==> src/inc/spcr_consts.svh <==
`ifndef SPCR_CONSTS_SVH
`define SPCR_CONSTS_SVH

// Register offsets
`define SPCR_OFS_DEV_CTRL      8'h01
`define SPCR_OFS_CFG_BITRATE   8'h14
`define SPCR_OFS_CFG_FORMAT    8'h15
`define SPCR_OFS_MODE_SEL      8'h16
`define SPCR_OFS_MODE_STAT     8'h17
`define SPCR_OFS_SPI_FMT_SEL   8'h18
`define SPCR_OFS_SPI_FMT_STAT  8'h19
`define SPCR_OFS_SYNC_RATE_SEL 8'h1a

// Device control command that re-applies settings
`define SPCR_SOFT_RESET_CMD    16'h0003

// Configuration port bitrate codes
`define SPCR_CFG_RATE_MIN      8'h01
`define SPCR_CFG_RATE_MAX      8'h07
`define SPCR_CFG_RATE_FALLBACK 8'h07

// Format byte fields
`define SPCR_FMT_PEN_BIT       0
`define SPCR_FMT_ODD_BIT       1
`define SPCR_FMT_STOP_BIT      2
`define SPCR_FMT_USED_MASK     8'h07
`define SPCR_FMT_FALLBACK      8'h00

// Synchronous port mode codes
`define SPCR_MODE_OFF          8'h00
`define SPCR_MODE_AUTO         8'h01
`define SPCR_MODE_MANUAL       8'h02
`define SPCR_MODE_SPI_SLAVE    8'h03
`define SPCR_MODE_ERROR        8'h04
`define SPCR_MODE_DEFAULT      8'h01

// SPI clock format codes
`define SPCR_SPI_OFF           8'h00
`define SPCR_SPI_FMT_MIN       8'h01
`define SPCR_SPI_FMT_MAX       8'h04
`define SPCR_SPI_FMT_MASTER    8'h04
`define SPCR_SPI_FMT_DEFAULT   8'h04
// Odd format codes idle the clock low; codes from 3 up sample on the lagging edge
`define SPCR_SPI_IDLE_LOW_BIT  0
`define SPCR_SPI_FMT_LAG_MIN   8'h03

// Synchronous bitrate codes
`define SPCR_SYNC_RATE_OFF     8'h00
`define SPCR_SYNC_RATE_MAX     8'h03
`define SPCR_SYNC_RATE_DEFAULT 8'h01

`endif

==> src/inc/spcr_pkg.sv <==
package spcr_pkg;
  typedef logic [7:0]  spcr_byte_t;
  typedef logic [15:0] spcr_word_t;
endpackage

==> src/spcr_regs.sv <==
`timescale 1ns/10ps
`include "spcr_consts.svh"

module spcr_regs (
  // Clock and control
  input  wire logic               mclk,
  input  wire logic               rst,
  input  wire logic               ce,
  // Register port
  input  wire logic [7:0]         reg_addr,
  input  wire logic               reg_wr,
  input  wire logic               reg_rd,
  input  wire logic [15:0]        reg_wdata,
  output logic      [15:0]        reg_rdata,
  output logic                    reg_rvalid,
  // Config port settings held elsewhere
  input  wire spcr_pkg::spcr_byte_t cfg_bitrate_setting,
  input  wire spcr_pkg::spcr_byte_t cfg_format_setting,
  // Nonvolatile restore of the persistent bytes
  input  wire logic               nv_load,
  input  wire spcr_pkg::spcr_byte_t nv_mode,
  input  wire spcr_pkg::spcr_byte_t nv_spi_fmt,
  input  wire spcr_pkg::spcr_byte_t nv_sync_rate,
  // Shift-register master status
  input  wire logic               shift_register_chain_error,
  // Active settings
  output spcr_pkg::spcr_byte_t    cfg_rate_code,
  output logic                    parity_enable_bit,
  output logic                    odd_parity_select,
  output logic                    two_stop_bits_select,
  output spcr_pkg::spcr_byte_t    sync_mode_code,
  output logic                    spi_cpol,
  output logic                    spi_cpha,
  output spcr_pkg::spcr_byte_t    sync_rate_code,
  output logic                    settings_applied
);

  // ----------------------------------------------------------------
  // Setting and active state
  // ----------------------------------------------------------------
  spcr_pkg::spcr_byte_t mode_sel_ff, nxt_mode_sel;
  spcr_pkg::spcr_byte_t spi_sel_ff, nxt_spi_sel;
  spcr_pkg::spcr_byte_t rate_sel_ff, nxt_rate_sel;
  spcr_pkg::spcr_byte_t cfg_rate_ff, nxt_cfg_rate;
  spcr_pkg::spcr_byte_t cfg_fmt_ff, nxt_cfg_fmt;
  spcr_pkg::spcr_byte_t mode_act_ff, nxt_mode_act;
  spcr_pkg::spcr_byte_t spi_act_ff, nxt_spi_act;
  spcr_pkg::spcr_byte_t rate_act_ff, nxt_rate_act;
  spcr_pkg::spcr_byte_t mode_stat_ff, nxt_mode_stat;
  logic                 pend_ff, nxt_pend;
  logic                 applied_ff, nxt_applied;
  logic                 err_meta_ff, err_sync_ff;
  logic [15:0]          rdata_ff, nxt_rdata;
  logic                 rvalid_ff, nxt_rvalid;
  logic                 odd_ff, nxt_odd;
  logic                 cpol_ff, nxt_cpol;
  logic                 cpha_ff, nxt_cpha;

  logic                 soft_rst_wr;
  logic                 cfg_bad;
  spcr_pkg::spcr_word_t spi_stat;

  function automatic logic is_master(input spcr_pkg::spcr_byte_t m);
    is_master = (m == `SPCR_MODE_AUTO) || (m == `SPCR_MODE_MANUAL);
  endfunction

  assign soft_rst_wr = reg_wr && (reg_addr == `SPCR_OFS_DEV_CTRL)
                       && (reg_wdata == `SPCR_SOFT_RESET_CMD);
  assign cfg_bad = (cfg_bitrate_setting < `SPCR_CFG_RATE_MIN)
                   || (cfg_bitrate_setting > `SPCR_CFG_RATE_MAX)
                   || ((cfg_format_setting & ~`SPCR_FMT_USED_MASK) != 8'h00);

  // Port off when mode or rate is off; master forces its fixed format
  always_comb begin
    if (mode_act_ff == `SPCR_MODE_OFF || rate_act_ff == `SPCR_SYNC_RATE_OFF) begin
      spi_stat = {8'h00, `SPCR_SPI_OFF};
    end else if (is_master(mode_act_ff)) begin
      spi_stat = {8'h00, `SPCR_SPI_FMT_MASTER};
    end else begin
      spi_stat = {8'h00, spi_act_ff};
    end
  end

  always_comb begin
    nxt_mode_sel = mode_sel_ff;
    nxt_spi_sel  = spi_sel_ff;
    nxt_rate_sel = rate_sel_ff;
    nxt_cfg_rate = cfg_rate_ff;
    nxt_cfg_fmt  = cfg_fmt_ff;
    nxt_mode_act = mode_act_ff;
    nxt_spi_act  = spi_act_ff;
    nxt_rate_act = rate_act_ff;
    nxt_pend     = pend_ff;
    nxt_applied  = 1'b0;
    // Restore from storage takes precedence over a host write
    if (nv_load) begin
      nxt_mode_sel = nv_mode;
      nxt_spi_sel  = nv_spi_fmt;
      nxt_rate_sel = nv_sync_rate;
    end else if (reg_wr) begin
      // Status offsets have no write path
      unique case (reg_addr)
        `SPCR_OFS_MODE_SEL:      nxt_mode_sel = reg_wdata[7:0];
        `SPCR_OFS_SPI_FMT_SEL:   nxt_spi_sel  = reg_wdata[7:0];
        `SPCR_OFS_SYNC_RATE_SEL: nxt_rate_sel = reg_wdata[7:0];
        default: ;
      endcase
    end
    if (soft_rst_wr) begin
      nxt_pend = 1'b1;
    end
    // Settings are copied to the active side one cycle after any reset
    if (pend_ff) begin
      nxt_pend    = soft_rst_wr;
      nxt_applied = 1'b1;
      if (cfg_bad) begin
        nxt_cfg_rate = `SPCR_CFG_RATE_FALLBACK;
        nxt_cfg_fmt  = `SPCR_FMT_FALLBACK;
      end else begin
        nxt_cfg_rate = cfg_bitrate_setting;
        nxt_cfg_fmt  = cfg_format_setting & `SPCR_FMT_USED_MASK;
      end
      // Out-of-range persistent bytes revert to defaults, never stall the port
      nxt_mode_act = (mode_sel_ff > `SPCR_MODE_SPI_SLAVE) ?
                     `SPCR_MODE_DEFAULT : mode_sel_ff;
      nxt_spi_act  = (spi_sel_ff < `SPCR_SPI_FMT_MIN || spi_sel_ff > `SPCR_SPI_FMT_MAX) ?
                     `SPCR_SPI_FMT_DEFAULT : spi_sel_ff;
      nxt_rate_act = (rate_sel_ff > `SPCR_SYNC_RATE_MAX) ?
                     `SPCR_SYNC_RATE_DEFAULT : rate_sel_ff;
    end
    nxt_mode_stat = (is_master(mode_act_ff) && err_sync_ff) ?
                    `SPCR_MODE_ERROR : mode_act_ff;
    // Line-side format flops follow the next active values, so they never lag
    // the active registers by a cycle
    nxt_odd  = nxt_cfg_fmt[`SPCR_FMT_ODD_BIT] & nxt_cfg_fmt[`SPCR_FMT_PEN_BIT];
    nxt_cpol = ~nxt_spi_act[`SPCR_SPI_IDLE_LOW_BIT] | is_master(nxt_mode_act);
    nxt_cpha = (nxt_spi_act >= `SPCR_SPI_FMT_LAG_MIN) | is_master(nxt_mode_act);
  end

  always_ff @(posedge mclk) begin
    if (rst) begin
      mode_sel_ff  <= `SPCR_MODE_DEFAULT;
      spi_sel_ff   <= `SPCR_SPI_FMT_DEFAULT;
      rate_sel_ff  <= `SPCR_SYNC_RATE_DEFAULT;
      cfg_rate_ff  <= `SPCR_CFG_RATE_FALLBACK;
      cfg_fmt_ff   <= `SPCR_FMT_FALLBACK;
      mode_act_ff  <= `SPCR_MODE_DEFAULT;
      spi_act_ff   <= `SPCR_SPI_FMT_DEFAULT;
      rate_act_ff  <= `SPCR_SYNC_RATE_DEFAULT;
      mode_stat_ff <= `SPCR_MODE_DEFAULT;
      pend_ff      <= 1'b1;
      applied_ff   <= 1'b0;
      odd_ff       <= 1'b0;
      // Mode 1 after reset is a master mode, so the line format starts at 4
      cpol_ff      <= 1'b1;
      cpha_ff      <= 1'b1;
    end else if (ce) begin
      mode_sel_ff  <= nxt_mode_sel;
      spi_sel_ff   <= nxt_spi_sel;
      rate_sel_ff  <= nxt_rate_sel;
      cfg_rate_ff  <= nxt_cfg_rate;
      cfg_fmt_ff   <= nxt_cfg_fmt;
      mode_act_ff  <= nxt_mode_act;
      spi_act_ff   <= nxt_spi_act;
      rate_act_ff  <= nxt_rate_act;
      mode_stat_ff <= nxt_mode_stat;
      pend_ff      <= nxt_pend;
      applied_ff   <= nxt_applied;
      odd_ff       <= nxt_odd;
      cpol_ff      <= nxt_cpol;
      cpha_ff      <= nxt_cpha;
    end
  end

  // ----------------------------------------------------------------
  // Error input synchroniser
  // ----------------------------------------------------------------
  // Error comes from the chain pins, so it is treated as asynchronous
  always_ff @(posedge mclk) begin
    if (rst) begin
      err_meta_ff <= 1'b0;
      err_sync_ff <= 1'b0;
    end else if (ce) begin
      err_meta_ff <= shift_register_chain_error;
      err_sync_ff <= err_meta_ff;
    end
  end

  // ----------------------------------------------------------------
  // Read path
  // ----------------------------------------------------------------
  always_comb begin
    nxt_rvalid = reg_rd;
    nxt_rdata  = 16'h0000;
    if (reg_rd) begin
      unique case (reg_addr)
        `SPCR_OFS_CFG_BITRATE:   nxt_rdata = {8'h00, cfg_rate_ff};
        `SPCR_OFS_CFG_FORMAT:    nxt_rdata = {8'h00, cfg_fmt_ff};
        `SPCR_OFS_MODE_SEL:      nxt_rdata = {8'h00, mode_sel_ff};
        `SPCR_OFS_MODE_STAT:     nxt_rdata = {8'h00, mode_stat_ff};
        `SPCR_OFS_SPI_FMT_SEL:   nxt_rdata = {8'h00, spi_sel_ff};
        `SPCR_OFS_SPI_FMT_STAT:  nxt_rdata = spi_stat;
        `SPCR_OFS_SYNC_RATE_SEL: nxt_rdata = {8'h00, rate_sel_ff};
        default:                 nxt_rdata = 16'h0000;
      endcase
    end
  end

  always_ff @(posedge mclk) begin
    if (rst) begin
      rdata_ff  <= 16'h0000;
      rvalid_ff <= 1'b0;
    end else if (ce) begin
      rdata_ff  <= nxt_rdata;
      rvalid_ff <= nxt_rvalid;
    end
  end

  // ----------------------------------------------------------------
  // Outputs
  // ----------------------------------------------------------------
  assign reg_rdata            = rdata_ff;
  assign reg_rvalid           = rvalid_ff;
  assign cfg_rate_code        = cfg_rate_ff;
  assign parity_enable_bit    = cfg_fmt_ff[`SPCR_FMT_PEN_BIT];
  // Datapath sees odd only when parity is on
  assign odd_parity_select    = odd_ff;
  assign two_stop_bits_select = cfg_fmt_ff[`SPCR_FMT_STOP_BIT];
  assign sync_mode_code       = mode_stat_ff;
  assign spi_cpol             = cpol_ff;
  assign spi_cpha             = cpha_ff;
  assign sync_rate_code       = rate_act_ff;
  assign settings_applied     = applied_ff;

  // ----------------------------------------------------------------
  // Checks
  // ----------------------------------------------------------------
  AST_CFG_RATE_RANGE: assert property (@(posedge mclk) disable iff (rst)
    cfg_rate_ff >= `SPCR_CFG_RATE_MIN && cfg_rate_ff <= `SPCR_CFG_RATE_MAX)
    else $error("config bitrate code out of range");
  AST_APPLY_ONLY_ON_RESET: assert property (@(posedge mclk) disable iff (rst)
    ce && !pend_ff |=> $stable(mode_act_ff) && $stable(rate_act_ff))
    else $error("active setting changed without reset");
  AST_SOFT_RESET_APPLIES: assert property (@(posedge mclk) disable iff (rst)
    ce && soft_rst_wr ##1 ce[*2] |-> applied_ff)
    else $error("soft reset did not apply settings");
  AST_ODD_IGNORED: assert property (@(posedge mclk) disable iff (rst)
    !parity_enable_bit |-> !odd_parity_select)
    else $error("odd parity active with parity off");
  AST_MODE_WRITE: assert property (@(posedge mclk) disable iff (rst)
    ce && !nv_load && reg_wr && reg_addr == `SPCR_OFS_MODE_SEL
    |=> mode_sel_ff == $past(reg_wdata[7:0]))
    else $error("mode select write lost");
  AST_ERROR_STATUS: assert property (@(posedge mclk) disable iff (rst)
    ce && is_master(mode_act_ff) && err_sync_ff |=> mode_stat_ff == `SPCR_MODE_ERROR)
    else $error("error status not reported");
  AST_MASTER_FORMAT: assert property (@(posedge mclk) disable iff (rst)
    is_master(mode_act_ff) |-> spi_cpol && spi_cpha)
    else $error("master not in format 4");
  AST_SPI_OFF: assert property (@(posedge mclk) disable iff (rst)
    rate_act_ff == `SPCR_SYNC_RATE_OFF |-> spi_stat == 16'h0000)
    else $error("spi status not zero when off");
  AST_FALLBACK: assert property (@(posedge mclk) disable iff (rst)
    ce && pend_ff && cfg_bad |=> cfg_rate_ff == `SPCR_CFG_RATE_FALLBACK && cfg_fmt_ff == 8'h00)
    else $error("invalid config did not fall back");
  AST_FMT_UPPER_ZERO: assert property (@(posedge mclk) disable iff (rst)
    (cfg_fmt_ff & ~`SPCR_FMT_USED_MASK) == 8'h00)
    else $error("format upper bits not zero");
  AST_MODE_STAT_FOLLOWS: assert property (@(posedge mclk) disable iff (rst)
    ce && !err_sync_ff |=> mode_stat_ff == $past(mode_act_ff))
    else $error("mode status does not follow active mode");
  AST_SLAVE_FMT_ONE: assert property (@(posedge mclk) disable iff (rst)
    mode_act_ff == `SPCR_MODE_SPI_SLAVE && spi_act_ff == `SPCR_SPI_FMT_MIN
    |-> !spi_cpol && !spi_cpha)
    else $error("slave format 1 not idle low on leading edge");

  COV_SOFT_RESET: cover property (@(posedge mclk) disable iff (rst) ce && soft_rst_wr);
  COV_SPI_SLAVE: cover property (@(posedge mclk) disable iff (rst)
    mode_act_ff == `SPCR_MODE_SPI_SLAVE);
  COV_MASTER_ERR: cover property (@(posedge mclk) disable iff (rst)
    mode_stat_ff == `SPCR_MODE_ERROR);
  COV_FALLBACK: cover property (@(posedge mclk) disable iff (rst) ce && pend_ff && cfg_bad);
  COV_SYNC_OFF: cover property (@(posedge mclk) disable iff (rst)
    rate_act_ff == `SPCR_SYNC_RATE_OFF);

endmodule
==> config.mk <==
export PLATFORM = sky130hd
export DESIGN_NAME = spcr_regs
export DESIGN_NICKNAME = d
export VERILOG_FILES = /design/src/inc/spcr_pkg.sv /design/src/spcr_regs.sv
export VERILOG_INCLUDE_DIRS = /design/src /design/src/inc
export SDC_FILE = /design/constraint.sdc
export NUM_CORES = 1
export LEC_CHECK = 0
export CAP_MARGIN = 40
export CORE_UTILIZATION = 57
export CTS_BUF_LIST = sky130_fd_sc_hd__clkbuf_8 sky130_fd_sc_hd__clkbuf_16
export DETAILED_ROUTE_END_ITERATION = 8
export DONT_BUFFER_PORTS = 1
export GPL_ROUTABILITY_DRIVEN = 0
export PLACE_DENSITY = 0.75
export SLEW_MARGIN = 40
export SYNTH_ARGS = -nofsm -noshare
export SYNTH_HDL_FRONTEND = slang
export SYNTH_SLANG_ARGS = --single-unit
export TNS_END_PERCENT = 100
==> constraint.sdc <==
create_clock -name mclk -period 1.7 [get_ports mclk]
set_input_delay 0.34 -clock mclk [delete_from_list [all_inputs] [get_ports mclk]]
set_output_delay 0.34 -clock mclk [all_outputs]
set_load 0.05 [all_outputs]
==> results_dict.tcl <==
set metrics [dict create \
    tritoncts.num_buffers 9 \
    final-hold-violation-count 0 \
    ys_seq_area_share_pct 43.8 \
    avgSynthCellArea_sq_um 8.77 \
    synthesis_to_layout_area_growth_pct 20.2 \
    overall_power_after_layout_mw 3.92 \
    portion_of_the_clock_cycle_consumed_by_the_worst_path_in_the_final_layout_pct 109 \
    hp-class "in2reg" \
    synth_enable_flop_cells 0 \
    synthCells 433 \
    min_path_cells 1 \
    synth_top_cell_area_share_pct 43.8 \
    flops_latches_synth 83 \
    dpl.hpwl_um 7550 \
    die_x_um 83.6 \
    largest_area_contributor_in_the_netlist "sky130_fd_sc_hd__dfxtp_1" \
    setup-tns-final_ns -1.05 \
    instances_no_fill 566 \
    fp-row-count 29 \
    synth.area.top_cells "sky130_fd_sc_hd__dfxtp_1 44%, sky130_fd_sc_hd__nor2_1 5.8%, sky130_fd_sc_hd__a21oi_1 5.4%, sky130_fd_sc_hd__a211oi_1 4.9%, sky130_fd_sc_hd__and2_1 4.3%" \
    dp_area_sq_um 4260 \
    min-delay-start "rst" \
    grt-ovfl-total 0 \
    firstDrtPassIters 4 \
    wl_per_cell_um 18.6 \
    setup_ws_ns -0.149 \
    dp_slack_ns -0.0887 \
    setup.worst_path.end_class "flop" \
    worst_slew_pin_slew_ns 0.688 \
    yosysWarningCount 0 \
    timing.rr.start "mode_act_ff[4]$_SDFFE_PP0P_" \
    setup-violations-final 12 \
    design_area_sq_um 4560 \
    ctsHtreeMaxLevel 3 \
    number_of_antenna_violations_at_the_first_check_in_global_routing 0 \
    layout_utilization_pct 71.4 \
    grt_use_total_pct 29.4 \
    io_pins 118 \
    arrival_time_worst_endpoint_ns 2.09 \
    fp.dieArea_sq_um 6990 \
    fmaxAchievable_ghz 0.541 \
    wl_um 10500 \
    timing.hold.worst_endpoint "sync_rate_code[1]$_SDFFE_PP0P_" \
    drt_iter0_drc 256 \
    max_cap_viol_count 0 \
    syn_area_sq_um 3800 \
    leakage_nw 1.80 \
    rr_worst_depth 5 \
    p_per_area_nw_per_um2 858 \
    grt_first_pass_wirelength_um 15900 \
    grt_setup_unrepaired "true" \
    postCtsHoldBufs 0 \
    cts.sinks 83 \
    vias 3513 \
    critical_setup_path_class "reg2reg" \
    finalClockSkew_ns 0.00504 \
    initial_cell_density_of_the_core_pct 59.4 \
    design.core.area_sq_um 6390 \
    grt_start_max_net_pins 67 \
    drive_above_1_share_pct 22.9 \
    setup.reg_to_reg.worst_slack_ns -0.15 \
    num_antenna_cells 0 \
    portBuffers 0 \
    worst_setup_path_start_kind "flop" \
    critical_path_peak_fanout 3 \
    finalNetCount 557 \
    detail_route.vias_per_cell 6.21 \
    postSynth.asyncResetShare_pct 0 \
    irDropWorstVdd_v 0.000543 \
    clock-root-buffer "sky130_fd_sc_hd__clkbuf_8" \
    antenna_violating_nets_remaining 0 \
    relSlewSlack_pct 54.1 \
    placed_cells_incl_taps 547 \
    synth_ff_type "sky130_fd_sc_hd__dfxtp_1" \
    number_of_max_slew_violations_in_the_final_report 0 \
    worst_ep_required_time_ns 1.94 \
    floorplan.die.height_um 83.6 \
    synth.lib_cells_used.distinct 53 \
    violations_in_the_final_reports "negative setup slack" \
    worst_hold_slack_ns 0.0417 \
    drc_errors 0 \
    vias_in_the_first_global_route 3160 \
    post-route-min-period_ns 1.85 \
    timing.rr.end "sync_mode_code[0]$_SDFFE_PP1P_" \
    clock_tree_from_tritoncts "built" \
    clockBufferDepth 2 \
    run_status "finished, violations left" \
    worst_skew_pair.late_latency_ns 0.36 \
    cts.clk_slew.worst_paths_ns 0.08 \
]
-- sequential cells by signal, indices dropped and copies added (netlist names), 3 cells and up --
name            cells
cfg_rate_code       8
rate_sel_ff         8
reg_rdata           8
mode_sel_ff         8
cfg_fmt_ff          3
sync_mode_code      8
sync_rate_code      8
mode_act_ff         8
spi_act_ff          8
spi_sel_ff          8
-- Yosys cell counts (5+ instances only) --
cell	instances
sky130_fd_sc_hd__dfxtp_1	83
sky130_fd_sc_hd__nor2_1	59
sky130_fd_sc_hd__a21oi_1	41
sky130_fd_sc_hd__and2_1	26
sky130_fd_sc_hd__a211oi_1	25
sky130_fd_sc_hd__nand2_1	25
sky130_fd_sc_hd__clkbuf_1	16
sky130_fd_sc_hd__mux2i_1	15
sky130_fd_sc_hd__nor2b_1	15
sky130_fd_sc_hd__nor3_1	13
sky130_fd_sc_hd__nor4_1	10
sky130_fd_sc_hd__buf_4	9
sky130_fd_sc_hd__a22oi_1	6
sky130_fd_sc_hd__a31oi_1	5
sky130_fd_sc_hd__inv_1	5
sky130_fd_sc_hd__nand3_1	5
sky130_fd_sc_hd__o21bai_1	5
sky130_fd_sc_hd__or4_1	5
-- layout by cell type (no fill, tap or decap), drive strengths merged, types with 2 or more instances in the layout --
cell	synthesis	routed
a211oi	25	25
a21oi	41	41
a221oi	4	4
a22oi	6	6
a311oi	4	4
a31oi	5	5
a32oi	2	2
a41oi	2	2
and2	26	26
and3	2	2
buf	16	67
bufinv	0	2
clkbuf	16	9
conb	1	8
dfxtp	83	83
inv	5	7
mux2i	15	15
mux4	3	3
nand2	26	26
nand2b	2	2
nand3	5	5
nand4	4	4
nor2	61	61
nor2b	15	15
nor3	13	13
nor4	11	11
o211ai	2	2
o21ai	4	4
o21bai	5	5
o22ai	2	2
o31ai	2	2
o32a	2	2
or3	2	2
or4	5	5
xor2	2	2
-- cell families after synthesis --
kind of cell | share of synthesized area [%]
AO/OA/AOI/OAI | 20.2
other | 0.0988
XOR/XNOR | 0.692
multiplexers | 5.73
flip-flops | 43.8
AND/OR/NAND/NOR | 24.9
buffers and inverters | 4.65
-- layout make-up --
cell class	count	area [sq um]
clock buffers	9	124
clock inverters	5	72.6
inverters	5	18.8
multi-input cells	320	2060
flip-flops and latches	83	1670
repair buffers	67	515
fillers	485	1820
well taps	77	96.3
-- metal layers --
layer	GRT usage (%)	up-vias	share of wire (%)
li1	-	1667	-
met1	38.0	1637	42
met2	47.7	182	47
met3	5.34	27	8.0
met4	13.9	0	3.0
met5	0	-	0
-- repair_timing --
action	4_1_cts	5_1_grt
resized for setup	1	13
endpoints found under the setup margin	6	10
pin swaps	2	10
setup buffers	2	3
-- critical path, cell delays in order (launching register included) --
cell	delay, ns
sky130_fd_sc_hd__dfxtp_2	0.33
sky130_fd_sc_hd__or4_4	0.56
sky130_fd_sc_hd__buf_4	0.16
sky130_fd_sc_hd__nor4_4	0.21
sky130_fd_sc_hd__a21oi_2	0.14
sky130_fd_sc_hd__a221o_1	0.35
-- worst max path at each step --
stage                                startpoint                        endpoint  slack (ns)  cells past startpoint
floorplan                           reg_addr[6]      spi_sel_ff[7]$_SDFFE_PP0P_       -0.03                      6
global placement    mode_act_ff[3]$_SDFFE_PP0P_       reg_rdata[5]$_SDFFE_PP0P_       -0.04                      5
detailed placement  mode_act_ff[3]$_SDFFE_PP0P_       reg_rdata[3]$_SDFFE_PP0P_       -0.09                      5
CTS                 mode_act_ff[3]$_SDFFE_PP0P_       reg_rdata[3]$_SDFFE_PP0P_       -0.09                      5
global route        mode_act_ff[4]$_SDFFE_PP0P_       reg_rdata[3]$_SDFFE_PP0P_       -0.20                      5
finish              mode_act_ff[4]$_SDFFE_PP0P_  sync_mode_code[0]$_SDFFE_PP1P_       -0.15                      5
-- report_power, final --
group | internal [mW] | switching [mW]
clock network | 0.799 | 0.680
registers | 1.99 | 0.0585
logic | 0.158 | 0.228
Note: power is estimated with default switching activity, not from simulation.
